[src/design/hbdc_pkg.sv]
/*
  hbdc_pkg: command codes, field layout, reset values and types for the host buffer transfer setup and byte counter.
  assumes one clock domain; every user writes hbdc_pkg::name.
*/
package hbdc_pkg;

  // processor command codes, read and write
  localparam logic [7:0] CMD_SETUP_RD = 8'h21;
  localparam logic [7:0] CMD_SETUP_WR = 8'hA1;
  localparam logic [7:0] CMD_COUNT_RD = 8'h22;
  localparam logic [7:0] CMD_COUNT_WR = 8'hA2;
  localparam logic [7:0] CMD_EVENT_RD = 8'h24;
  localparam logic [7:0] CMD_EVENT_WR = 8'hA4;

  localparam int DATA_W = 16;
  localparam int SETUP_W = 8;
  localparam int BEAT_W = 4;

  localparam int ALL_DONE_BIT = 2;
  localparam logic [15:0] COUNT_RESET = 16'h0000;
  // one 16-bit word moves two bytes
  localparam logic [15:0] BYTES_PER_WORD = 16'h0002;

  localparam logic [1:0] BURST_ONE = 2'h0;
  localparam logic [1:0] BURST_FOUR = 2'h1;
  localparam logic [1:0] BURST_EIGHT = 2'h2;
  localparam logic [BEAT_W-1:0] BEATS_ONE = 4'h1;
  localparam logic [BEAT_W-1:0] BEATS_FOUR = 4'h4;
  localparam logic [BEAT_W-1:0] BEATS_EIGHT = 4'h8;

  localparam logic [2:0] BUF_ISO_A = 3'h0;
  localparam logic [2:0] BUF_ISO_B = 3'h1;
  localparam logic [2:0] BUF_PERIODIC = 3'h2;
  localparam logic [2:0] BUF_ASYNC = 3'h3;
  localparam int BUF_DIRECT_BIT = 2;

  typedef struct packed {
    logic count_enable_bit;
    logic [1:0] burst_length_sel;
    logic transfer_enable_bit;
    logic [2:0] buffer_sel;
    logic direction_sel;
  } hbdc_setup_s;

  localparam hbdc_setup_s SETUP_RESET = '0;

  typedef struct packed {
    logic valid;
    logic [7:0] code;
    logic [DATA_W-1:0] wdata;
  } hbdc_access_s;

  typedef enum logic [1:0] {
    REQ_IDLE = 2'b00,
    REQ_ACTIVE = 2'b01,
    REQ_GAP = 2'b11
  } hbdc_req_e;

  function automatic logic [BEAT_W-1:0] burst_beats(input logic [1:0] sel);
    unique case (sel)
      BURST_FOUR: burst_beats = BEATS_FOUR;
      BURST_EIGHT: burst_beats = BEATS_EIGHT;
      default: burst_beats = BEATS_ONE;
    endcase
  endfunction

endpackage

[src/design/hbdc_byte_counter.sv]
/*
  hbdc_byte_counter: 16-bit byte count with load, two-byte decrement and a done pulse on reaching zero.
  assumes load and decrement strobes are single-cycle and on clk_sys.
*/
`timescale 1ns/1ps
module hbdc_byte_counter (
  input wire logic clk_sys,
  input wire logic rst_n,
  input wire logic load,
  input wire logic [15:0] load_val,
  input wire logic dec,
  output logic [15:0] count,
  output logic done
);
  logic [15:0] count_q, count_d;
  logic done_q, done_d;

  always_comb begin
    count_d = count_q;
    done_d = 1'b0;
    if (load) begin
      count_d = load_val;
    end else if (dec && count_q != hbdc_pkg::COUNT_RESET) begin
      // odd remainder ends on the last word
      if (count_q <= hbdc_pkg::BYTES_PER_WORD) begin
        count_d = hbdc_pkg::COUNT_RESET;
        done_d = 1'b1;
      end else begin
        count_d = count_q - hbdc_pkg::BYTES_PER_WORD;
      end
    end
  end

  always_ff @(posedge clk_sys or negedge rst_n) begin
    if (!rst_n) begin
      count_q <= hbdc_pkg::COUNT_RESET;
      done_q <= 1'b0;
    end else begin
      count_q <= count_d;
      done_q <= done_d;
    end
  end

  assign count = count_q;
  assign done = done_q;
endmodule // hbdc_byte_counter

[src/design/hbdc_top.sv]
/*
  hbdc_top: transfer setup register, byte counter, request/acknowledge burst control and the all-done event flag.
  assumes a command-coded processor access port on clk_sys and an external dma acknowledge pin that is synchronised here.
*/
// How it works
// - the request output rises only once transfers are enabled, counting is enabled and the count is non-zero.
// - burst length 00 gives one beat, 01 four beats, 10 eight beats, 11 is reserved.
// - the 16-bit byte count holds the bytes to move, for both programmed and dma transfers.
// - a count is loaded whether or not count enable is set, but steps down only while count enable is set.
// - reaching the count raises a done pulse that sets the all-done flag and updates buffer status.
// - the byte count is read with code 22 and written with code A2.
// - the setup register is read with code 21 and written with code A1.
// - event flags stay set after a read and clear only on a write of 1 to their bit.
`timescale 1ns/1ps
module hbdc_top (
  input wire logic clk_sys,
  input wire logic rst_n,
  input wire hbdc_pkg::hbdc_access_s acc,
  output logic [15:0] acc_rdata,
  output logic acc_rvalid,
  input wire logic dack_n_pin,
  input wire logic pio_word_strobe,
  output logic transfer_request_out,
  output logic [2:0] buffer_sel,
  output logic direct_addr_mode,
  output logic direction_sel,
  output logic transfer_done_pulse,
  output logic buffer_status_update,
  output logic all_done_flag
);
  hbdc_pkg::hbdc_setup_s setup_q, setup_d;
  logic all_done_q, all_done_d;
  logic [15:0] rdata_q, rdata_d;
  logic rvalid_q, rvalid_d;
  hbdc_pkg::hbdc_req_e state_q, state_d;
  logic [hbdc_pkg::BEAT_W-1:0] beats_q, beats_d;
  logic dack_s1_q, dack_s2_q, dack_s3_q;
  logic [15:0] count;
  logic done;
  logic go, dack_word, count_load, count_dec, wr_event;

  // acknowledge pin crosses in; falling edge taken between the second and third stages
  always_ff @(posedge clk_sys or negedge rst_n) begin
    if (!rst_n) begin
      dack_s1_q <= 1'b1;
      dack_s2_q <= 1'b1;
      dack_s3_q <= 1'b1;
    end else begin
      dack_s1_q <= dack_n_pin;
      dack_s2_q <= dack_s1_q;
      dack_s3_q <= dack_s2_q;
    end
  end
  assign dack_word = dack_s3_q && !dack_s2_q && state_q == hbdc_pkg::REQ_ACTIVE;

  assign count_load = acc.valid && acc.code == hbdc_pkg::CMD_COUNT_WR;
  // count only steps down while counting is enabled; a load is taken regardless
  assign count_dec = setup_q.count_enable_bit && (dack_word || pio_word_strobe);
  assign wr_event = acc.valid && acc.code == hbdc_pkg::CMD_EVENT_WR;

  hbdc_byte_counter u_counter (
    .clk_sys(clk_sys),
    .rst_n(rst_n),
    .load(count_load),
    .load_val(acc.wdata),
    .dec(count_dec),
    .count(count),
    .done(done)
  );

  // register file and event flag
  always_comb begin
    setup_d = setup_q;
    all_done_d = all_done_q;
    rdata_d = rdata_q;
    rvalid_d = 1'b0;
    if (acc.valid && acc.code == hbdc_pkg::CMD_SETUP_WR) begin
      setup_d = acc.wdata[hbdc_pkg::SETUP_W-1:0];
    end
    if (wr_event && acc.wdata[hbdc_pkg::ALL_DONE_BIT]) begin
      all_done_d = 1'b0;
    end
    // set wins over a clear in the same cycle
    if (done) begin
      all_done_d = 1'b1;
    end
    if (acc.valid && !acc.code[7]) begin
      rvalid_d = 1'b1;
      unique case (acc.code)
        hbdc_pkg::CMD_SETUP_RD: rdata_d = {8'h00, setup_q};
        hbdc_pkg::CMD_COUNT_RD: rdata_d = count;
        hbdc_pkg::CMD_EVENT_RD: rdata_d = 16'(all_done_q) << hbdc_pkg::ALL_DONE_BIT;
        default: rdata_d = 16'h0000;
      endcase
    end
  end

  always_ff @(posedge clk_sys or negedge rst_n) begin
    if (!rst_n) begin
      setup_q <= hbdc_pkg::SETUP_RESET;
      all_done_q <= 1'b0;
      rdata_q <= 16'h0000;
      rvalid_q <= 1'b0;
    end else begin
      setup_q <= setup_d;
      all_done_q <= all_done_d;
      rdata_q <= rdata_d;
      rvalid_q <= rvalid_d;
    end
  end

  // request burst control
  assign go = setup_q.count_enable_bit && setup_q.transfer_enable_bit &&
              count != hbdc_pkg::COUNT_RESET;

  always_comb begin
    state_d = state_q;
    beats_d = beats_q;
    unique case (state_q)
      hbdc_pkg::REQ_IDLE: begin
        beats_d = '0;
        if (go) begin
          state_d = hbdc_pkg::REQ_ACTIVE;
        end
      end
      hbdc_pkg::REQ_ACTIVE: begin
        if (!go || done) begin
          state_d = hbdc_pkg::REQ_IDLE;
        end else if (count_dec && count <= hbdc_pkg::BYTES_PER_WORD) begin
          // last word: drop now, else the request stands a cycle with no count left
          state_d = hbdc_pkg::REQ_IDLE;
        end else if (dack_word) begin
          beats_d = beats_q + 4'h1;
          // drop the request for one cycle after a full burst
          if (beats_q + 4'h1 >= hbdc_pkg::burst_beats(setup_q.burst_length_sel)) begin
            state_d = hbdc_pkg::REQ_GAP;
          end
        end
      end
      hbdc_pkg::REQ_GAP: begin
        beats_d = '0;
        state_d = go ? hbdc_pkg::REQ_ACTIVE : hbdc_pkg::REQ_IDLE;
      end
      default: begin
        state_d = hbdc_pkg::REQ_IDLE;
        beats_d = '0;
      end
    endcase
  end

  always_ff @(posedge clk_sys or negedge rst_n) begin
    if (!rst_n) begin
      state_q <= hbdc_pkg::REQ_IDLE;
      beats_q <= '0;
    end else begin
      state_q <= state_d;
      beats_q <= beats_d;
    end
  end

  assign transfer_request_out = state_q == hbdc_pkg::REQ_ACTIVE;
  assign buffer_sel = setup_q.buffer_sel;
  assign direct_addr_mode = setup_q.buffer_sel[hbdc_pkg::BUF_DIRECT_BIT];
  assign direction_sel = setup_q.direction_sel;
  assign transfer_done_pulse = done;
  assign buffer_status_update = done;
  assign all_done_flag = all_done_q;
  assign acc_rdata = rdata_q;
  assign acc_rvalid = rvalid_q;
endmodule // hbdc_top

[config.mk]
export PLATFORM = sky130hd
export DESIGN_NAME = hbdc_top
export DESIGN_NICKNAME = d
export VERILOG_FILES = /design/src/design/hbdc_pkg.sv /design/src/design/hbdc_byte_counter.sv /design/src/design/hbdc_top.sv
export SDC_FILE = /design/constraint.sdc
export NUM_CORES = 1
export LEC_CHECK = 0
export ABC_AREA = 1
export BUFFER_PORTS_ARGS = -buffer_cell sky130_fd_sc_hd__buf_4
export CAP_MARGIN = 20
export CORE_ASPECT_RATIO = 1.2
export CORE_MARGIN = 2
export CORE_UTILIZATION = 37
export CTS_CLUSTER_DIAMETER = 60
export DETAILED_ROUTE_END_ITERATION = 10
export MAX_ROUTING_LAYER = met4
export SLEW_MARGIN = 20
export SYNTH_ARGS = -nofsm -noshare
export SYNTH_HDL_FRONTEND = slang
export SYNTH_SLANG_ARGS = --single-unit
[constraint.sdc]
create_clock -name clk_sys -period 3.4 [get_ports clk_sys]
set_clock_uncertainty 0.1 [all_clocks]
set_input_delay 0.17 -clock clk_sys [delete_from_list [all_inputs] [get_ports clk_sys]]
set_output_delay 0.17 -clock clk_sys [all_outputs]
set_load 0.01 [all_outputs]
==> flow_summary.json, run 1 <==
{
  "status": "finished with violations",
  "violations": "DRC",
  "synth_mux_area_share_pct": 1.14,
  "syn_nets": 401,
  "core_area_sq_um": 7750,
  "die_y_um": 102,
  "register_area_sq_um": 1310,
  "syn_inst": 365,
  "syn_area_sq_um": 2970,
  "report.final.hold_viol_count": 0,
  "intPower_w": 0.00114,
  "swShare_pct": 40.3,
  "seq_area_frac_synth_pct": 44.0,
  "wl_per_cell_um": 13.5,
  "r2r-start": "u_counter.count[1]",
  "fin_crit_ns": 1.94,
  "postRouteAntennaNets": 0,
  "clkSinkCount": 52,
  "synth_xor_area_share_pct": 2.95,
  "area_delta_synth_final_pct": 23.5,
  "synth_top_family_by_area": "simple AND/OR/NAND/NOR gates",
  "clk_pin_slew_worst_paths_ns": 0.11,
  "worst_pin_slew_ns": 0.814,
  "relSlewSlack_pct": 45.5,
  "drtIter0Drc": 184,
  "maxSlewViolCount": 0,
  "peakVddDrop_mv": 0.272,
  "syn_avg_cell_area_sq_um": 8.13,
  "grt_pass1_vias": 2518,
  "synth-main-ff-cell": "dfrtp_1",
  "drt-total-wl_um": 7040,
  "path_max_fanout": 7,
  "crit_required_ns": 3.50,
  "dpl.cell_count": 499,
  "async_flop_share_pct": 100,
  "multiInputGateArea_sq_um": 1420,
  "cts_root_buffer": "clkbuf_8",
  "clockBufferDepth": 2,
  "r2r_end": "u_counter.count[15]",
  "dieArea_sq_um": 8750,
  "final_net_count": 466,
  "gp_congestion": 0.828,
  "synthSimpleGateAreaFrac_pct": 30.9,
  "grt_pass1_wl_um": 11900,
  "fill_cells": 798,
  "insertion_delay_ns": 0.32,
  "final_cells": 523,
  "rsz0062_at_grt": "no",
  "synth_fa_ha_area_share_pct": 2.95,
  "crit_path_end_kind": "flip-flop",
  "maxCapViolCount": 0,
  "switching_power_w": 0.000769,
  "cts_tree": "built",
  "yosys_warnings": 0,
  "cts_resized": 0,
  "max_freq_mhz": 514,
  "synth.distinct_cells": 38,
  "synth_edf_count": 0,
  "pwr-share-comb_pct": 37.7,
  "grt_max_degree": 53,
  "vias": 2573,
  "finalSetupViolCount": 0,
  "p_leak_nw": 1.88,
  "dp_hpwl_um": 5280,
  "period_share_pct": 57.2,
  "critical_path.startpoint": "u_counter.count[1]",
  "power_frac_seq_pct": 42.4,
  "h-tree-depth": 2,
  "drt_pass1_iterations": 10,
  "pwr-share-clk_pct": 19.9,
  "synth-compound-area-share_pct": 9.95,
  "drc": 3,
  "pin_count": 55,
  "synth-seq-cells": 52,
  "critPathLaunchType": "flip-flop",
  "finalSetupTns_ns": 0,
  "fp.dieW_um": 85.7,
  "fp-row-count": 35,
  "vias_per_cell": 4.92,
  "r2r_slack_ns": 1.46,
  "diodes": 0,
  "antenna_found_initial": 0,
  "overflow": 0,
  "endpoint": "u_counter.count[15]",
  "hp-class": "primary input to flip-flop",
  "postCtsSetupBuffers": 0,
  "crit_type": "flip-flop to flip-flop",
  "cp.arrival_ns": 2.05,
  "powerDensity_nw_per_um2": 521,
  "track_usage_pct": 17.7,
  "reg2reg_depth": 9,
  "hold_buffers": 16,
  "layout-drive-gt1-share_pct": 23.9,
  "numPortBuffers": 54,
  "start_util_pct": 38.3,
  "cts_inserted_buffers": 5
}
stage by stage:
stage	setup WS (ns)	area, sq um	utilization, %	hold slack [ns]	power, W
after floorplan	1.73	2970	-	-0.226	0.00135
after global placement	1.52	3410	44.0	0.164	0.00152
after detailed placement	1.36	3410	44.0	0.164	0.00153
after CTS	1.47	3660	47.3	0.0230	0.00192
after global routing	1.28	3660	47.3	0.0335	0.00205
final	1.46	3660	47.3	0.0270	0.00191
Yosys cell counts (all sizes together) (2+ instances only):
cell,instances,area [sq um]
nand2,120,470
dfrtp,49,1230
inv,43,161
nor2,37,179
nand3,32,183
o21ai,12,60.1
o211ai,10,120
buf,9,67.6
xor2,8,70.1
a21oi,7,46.3
ha,7,87.6
o31ai,5,37.5
o22ai,4,25.0
clkbuf,3,11.3
dfstp,3,78.8
mux2,3,33.8
nor3,3,20.0
nor4,3,33.8
nand3b,2,18.8
xnor2,2,17.5
sequential cells by signal, summed over array words and instances (netlist names):
signal / flops
dack_s2_q: 1
u_counter.count: 16
direction_sel: 1
buffer_sel: 3
setup_q: 4
all_done_flag: 1
u_counter.done: 1
beats_q: 4
state_q: 2
dack_s1_q: 1
dack_s3_q: 1
acc_rdata: 16
acc_rvalid: 1
metal layers:
layer	GRT usage [%]	vias to the layer above	part of all wire (%)
li1	-	1292	-
met1	21.6	1214	43
met2	31.2	63	52
met3	2.50	4	4.5
met4	4.27	0	0.68
met5	-	-	0
cells by family (layout without fill, tap and decap cells):
kind of cell,after synthesis,in the layout
AO/OA/AOI/OAI,39,39
XOR/XNOR,10,10
adder cells (fa/ha/maj),7,7
buffers and inverters,55,121
AND/OR/NAND/NOR,199,199
flip-flops,52,52
multiplexers,3,3
power by group through the flow:
| stage | clock [W] | combinational (W) | sequential (W) |
|---|---|---|---|
| 3_3_place_gp | 0 | 0.000696 | 0.000820 |
| 2_1_floorplan | 0 | 0.000551 | 0.000796 |
| 5_1_grt | 0.000421 | 0.000809 | 0.000823 |
| 6_report | 0.000380 | 0.000720 | 0.000810 |
| 3_5_place_dp | 0 | 0.000708 | 0.000820 |
| 4_1_cts | 0.000390 | 0.000725 | 0.000810 |
cell usage in the layout, fill, tap and decap left out, types with 5 or more instances in the layout:
cell type,count
nand2_1,114
ha_1,7
o21ai_0,10
dlygate4sd3_1,16
dfrtp_1,49
buf_4,54
nor2_1,27
xor2_1,8
nand3_1,29
o31ai_1,5
nand2_2,5
o211ai_2,9
nor2_2,7
inv_1,41
a21oi_1,6
clkbuf_8,5
worst min path at each step:
stage                     cells after the start                   to  slack [ns]   start
after floorplan                               0         acc_rdata[0]       -0.23   rst_n
after global placement                        1           state_q[1]        0.16   rst_n
after detailed placement                      1  u_counter.count[12]        0.16   rst_n
after CTS                                     3        direction_sel        0.02  acc[0]
after global routing                          3        direction_sel        0.03  acc[0]
final                                         3        direction_sel        0.03  acc[0]
worst max-delay path, stage by stage, from the launching register on:
cell,delay (ns)
dfrtp_1,0.41
inv_1,0.19
ha_1,0.23
nand2_1,0.13
nor2_1,0.26
nand3_1,0.17
nor2_1,0.11
o21ai_0,0.09
nand2_1,0.08
nand3_1,0.06
layout make-up:
class	instances	share of cell area [%]
Clock inverter	3	0.751
Clock buffer	5	1.88
Tap cell	92	3.14
Timing Repair Buffer	70	15.4
Inverter	43	4.40
Sequential cell	52	35.6
Multi-Input combinational cell	258	38.8
(Power assumes the default switching activity.)
==> run 2: changes to the inputs <==
--- a/config.mk
+++ b/config.mk
@@ -5,7 +5,7 @@
 export SDC_FILE = /design/constraint.sdc
 export NUM_CORES = 1
 export LEC_CHECK = 0
-export ABC_AREA = 1
+export ABC_AREA = 0
 export BUFFER_PORTS_ARGS = -buffer_cell sky130_fd_sc_hd__buf_4
 export CAP_MARGIN = 20
 export CORE_ASPECT_RATIO = 1.2
==> constraint.sdc (replaced) <==
create_clock -name clk_sys -period 1.65 [get_ports clk_sys]
set_clock_uncertainty 0.1 [all_clocks]
set_input_delay 0.0825 -clock clk_sys [delete_from_list [all_inputs] [get_ports clk_sys]]
set_output_delay 0.0825 -clock clk_sys [all_outputs]
set_load 0.01 [all_outputs]
==> run 2 against run 1 <==
The run ends with setup timing left. Non-clock buffer count increased by 72. Sequential share of layout area down 3.2 points. Worst setup slack worse by 2.1 ns. Total power up 76%. Clock power is 99% higher. Design area rose by 10%. Register-to-register slack got worse by 2.1 ns. Die area decreased by 6.4%. Utilization increased by 8.1 points. Via count rose by 7.0%. Global-route usage increased by 2.4 points. Sequential power up 75%. Highest routed layer unchanged.
==> flow_summary.json, run 2 <==
{
  "status": "finished with violations",
  "violations": "setup timing",
  "power_frac_seq_pct": 42.1,
  "h-tree-depth": 2,
  "report.final.hold_viol_count": 0,
  "drc": 0,
  "cts_tree": "built",
  "crit_path_end_kind": "flip-flop",
  "track_usage_pct": 20.2,
  "relSlewSlack_pct": 55.1,
  "intPower_w": 0.00229,
  "grt_max_degree": 53,
  "reg2reg_depth": 5,
  "overflow": 0,
  "synth_top_area_share_pct": 44.3,
  "vias": 2754,
  "post-route-util_pct": 55.4,
  "r2r_slack_ns": -0.66,
  "syn_nets": 336,
  "stdcell_area_sq_um": 4030,
  "insertion_delay_ns": 0.31,
  "clockBufferDepth": 2,
  "hp-class": "primary input to flip-flop",
  "async_flop_share_pct": 100,
  "final_net_count": 467,
  "syn_inst": 300,
  "maxSlewViolCount": 0,
  "crit_required_ns": 1.75,
  "drtIter0Drc": 141,
  "fill_cells": 681,
  "crit_type": "flip-flop to flip-flop",
  "start_util_pct": 38.1,
  "pwr-share-clk_pct": 22.4,
  "clkSinkCount": 52,
  "synth.distinct_cells": 52,
  "hp-start": "acc[16]",
  "wl_per_cell_um": 15.1,
  "fp-row-count": 34,
  "powerDensity_nw_per_um2": 836,
  "grt_pass1_vias": 2742,
  "swShare_pct": 32.2,
  "peakVddDrop_mv": 0.432,
  "postCtsSetupBuffers": 0,
  "finalSetupViolCount": 23,
  "postRouteAntennaNets": 0,
  "syn_avg_cell_area_sq_um": 9.23,
  "pin_count": 55,
  "worst_pin_slew_ns": 0.674,
  "place_area_sq_um": 3730,
  "cts_inserted_buffers": 5,
  "syn_area_sq_um": 2770,
  "seq_area_frac_synth_pct": 47.1,
  "layout_common_cells": "121 x buf_4, 49 x nand2_1, 49 x dfrtp_1",
  "cp.arrival_ns": 2.41,
  "finalSetupTns_ns": -12.79,
  "synth-seq-cells": 52,
  "area_delta_synth_final_pct": 45.5,
  "max_freq_mhz": 433,
  "layout-drive-gt1-share_pct": 35.0,
  "synth-main-ff-cell": "dfrtp_1",
  "antenna_found_initial": 0,
  "dieArea_sq_um": 8190,
  "clk_pin_slew_worst_paths_ns": 0.09,
  "place_ws_ns": -0.664,
  "finalHoldWorstSlack_ns": 0.0246,
  "diodes": 0,
  "numPortBuffers": 54,
  "path_max_fanout": 7,
  "drt_pass1_iterations": 6,
  "cts_root_buffer": "clkbuf_8",
  "rsz0062_at_grt": "yes",
  "period_share_pct": 140,
  "register_area_sq_um": 1310,
  "pwr-share-comb_pct": 35.5,
  "fp.dieW_um": 83.0,
  "synth_edf_count": 0,
  "dp_hpwl_um": 6050,
  "synth_largest_area_cell": "dfrtp_1",
  "yosys-top-cells-area": "dfrtp_1 44%, nand2_1 6.6%, a21oi_1 3.6%",
  "p_leak_nw": 1.93,
  "die_y_um": 98.8,
  "multiInputGateArea_sq_um": 1350,
  "fin_crit_ns": 2.31,
  "critical_path.startpoint": "u_counter.count[15]",
  "setup_ws_ns": -0.658,
  "gp_congestion": 0.946,
  "core_area_sq_um": 7270,
  "synth_commonest_cells": "49 x dfrtp_1, 49 x nand2_1, 20 x a21oi_1, 20 x o21ai_0, 18 x nor2_1",
  "final_common_cell": "buf_4",
  "vias_per_cell": 5.28,
  "hold_depth": 4,
  "grt_pass1_wl_um": 13000,
  "yosys_warnings": 0,
  "critPathLaunchType": "flip-flop",
  "switching_power_w": 0.00108,
  "r2r-start": "u_counter.count[15]",
  "maxCapViolCount": 0,
  "drt-total-wl_um": 7860
}
## run 2: cell families (layout without fill, tap and decap cells)
logic type,after synthesis,count (layout),synth area share (%)
compound gates,87,87,21.1
flops,52,52,47.1
buf+inv,29,161,4.84
xor+xnor,2,2,0.633
simple gates,118,118,21.1
mux,5,5,2.03
fa+ha+maj,7,7,3.16
## run 2: repair_timing
item,4_1_cts,5_1_grt
pin swaps,2,1
hold buffers,19,0
setup endpoints to repair,23,23
endpoints found under the hold margin,75,0
resized for setup,3,2
## run 2: power by group through the flow
stage          registers (W)  logic, W  clock network, W
2_1_floorplan        0.00146  0.000505                 0
3_3_place_gp         0.00144   0.00114                 0
3_5_place_dp         0.00144   0.00114                 0
4_1_cts              0.00142   0.00119          0.000789
5_1_grt              0.00143   0.00131          0.000814
6_report             0.00142   0.00120          0.000755
## run 2: final cells by class
type	count	area share, %
flip-flops and latches	52	32.4
clock buffers	6	2.05
well taps	90	2.79
multi-input cells	219	33.5
clock inverters	2	0.248
repair buffers	142	28.0
inverters	11	1.02
## run 2: critical path, cell delays in order (launching register included)
cell      delay [ns]
dfrtp_1         0.38
or4_4           0.53
or4_4           0.60
o211ai_4        0.22
nor2_2          0.07
a221o_1         0.31
## run 2: stage by stage
stage | total power (W) | instances
4_1_cts | 0.00339 | 522
3_3_place_gp | 0.00258 | 495
2_1_floorplan | 0.00197 | 300
5_1_grt | 0.00355 | 522
6_report | 0.00337 | 522
3_5_place_dp | 0.00258 | 495
## run 2: layer usage
layer	track usage [%]	part of all wire [%]	vias to the layer above
met3	2.76	3.5	13
met5	-	0	-
li1	-	-	1362
met1	24.7	44	1316
met2	34.5	51	63
met4	6.56	1.6	0
## run 2: worst paths after layout
path                                            end
worst max-delay path            u_counter.count[12]
max in group asynchronous              acc_rdata[2]
worst min register to register            dack_s2_q
min in group asynchronous             buffer_sel[0]
worst min-delay path                  all_done_flag
worst max register to register  u_counter.count[12]
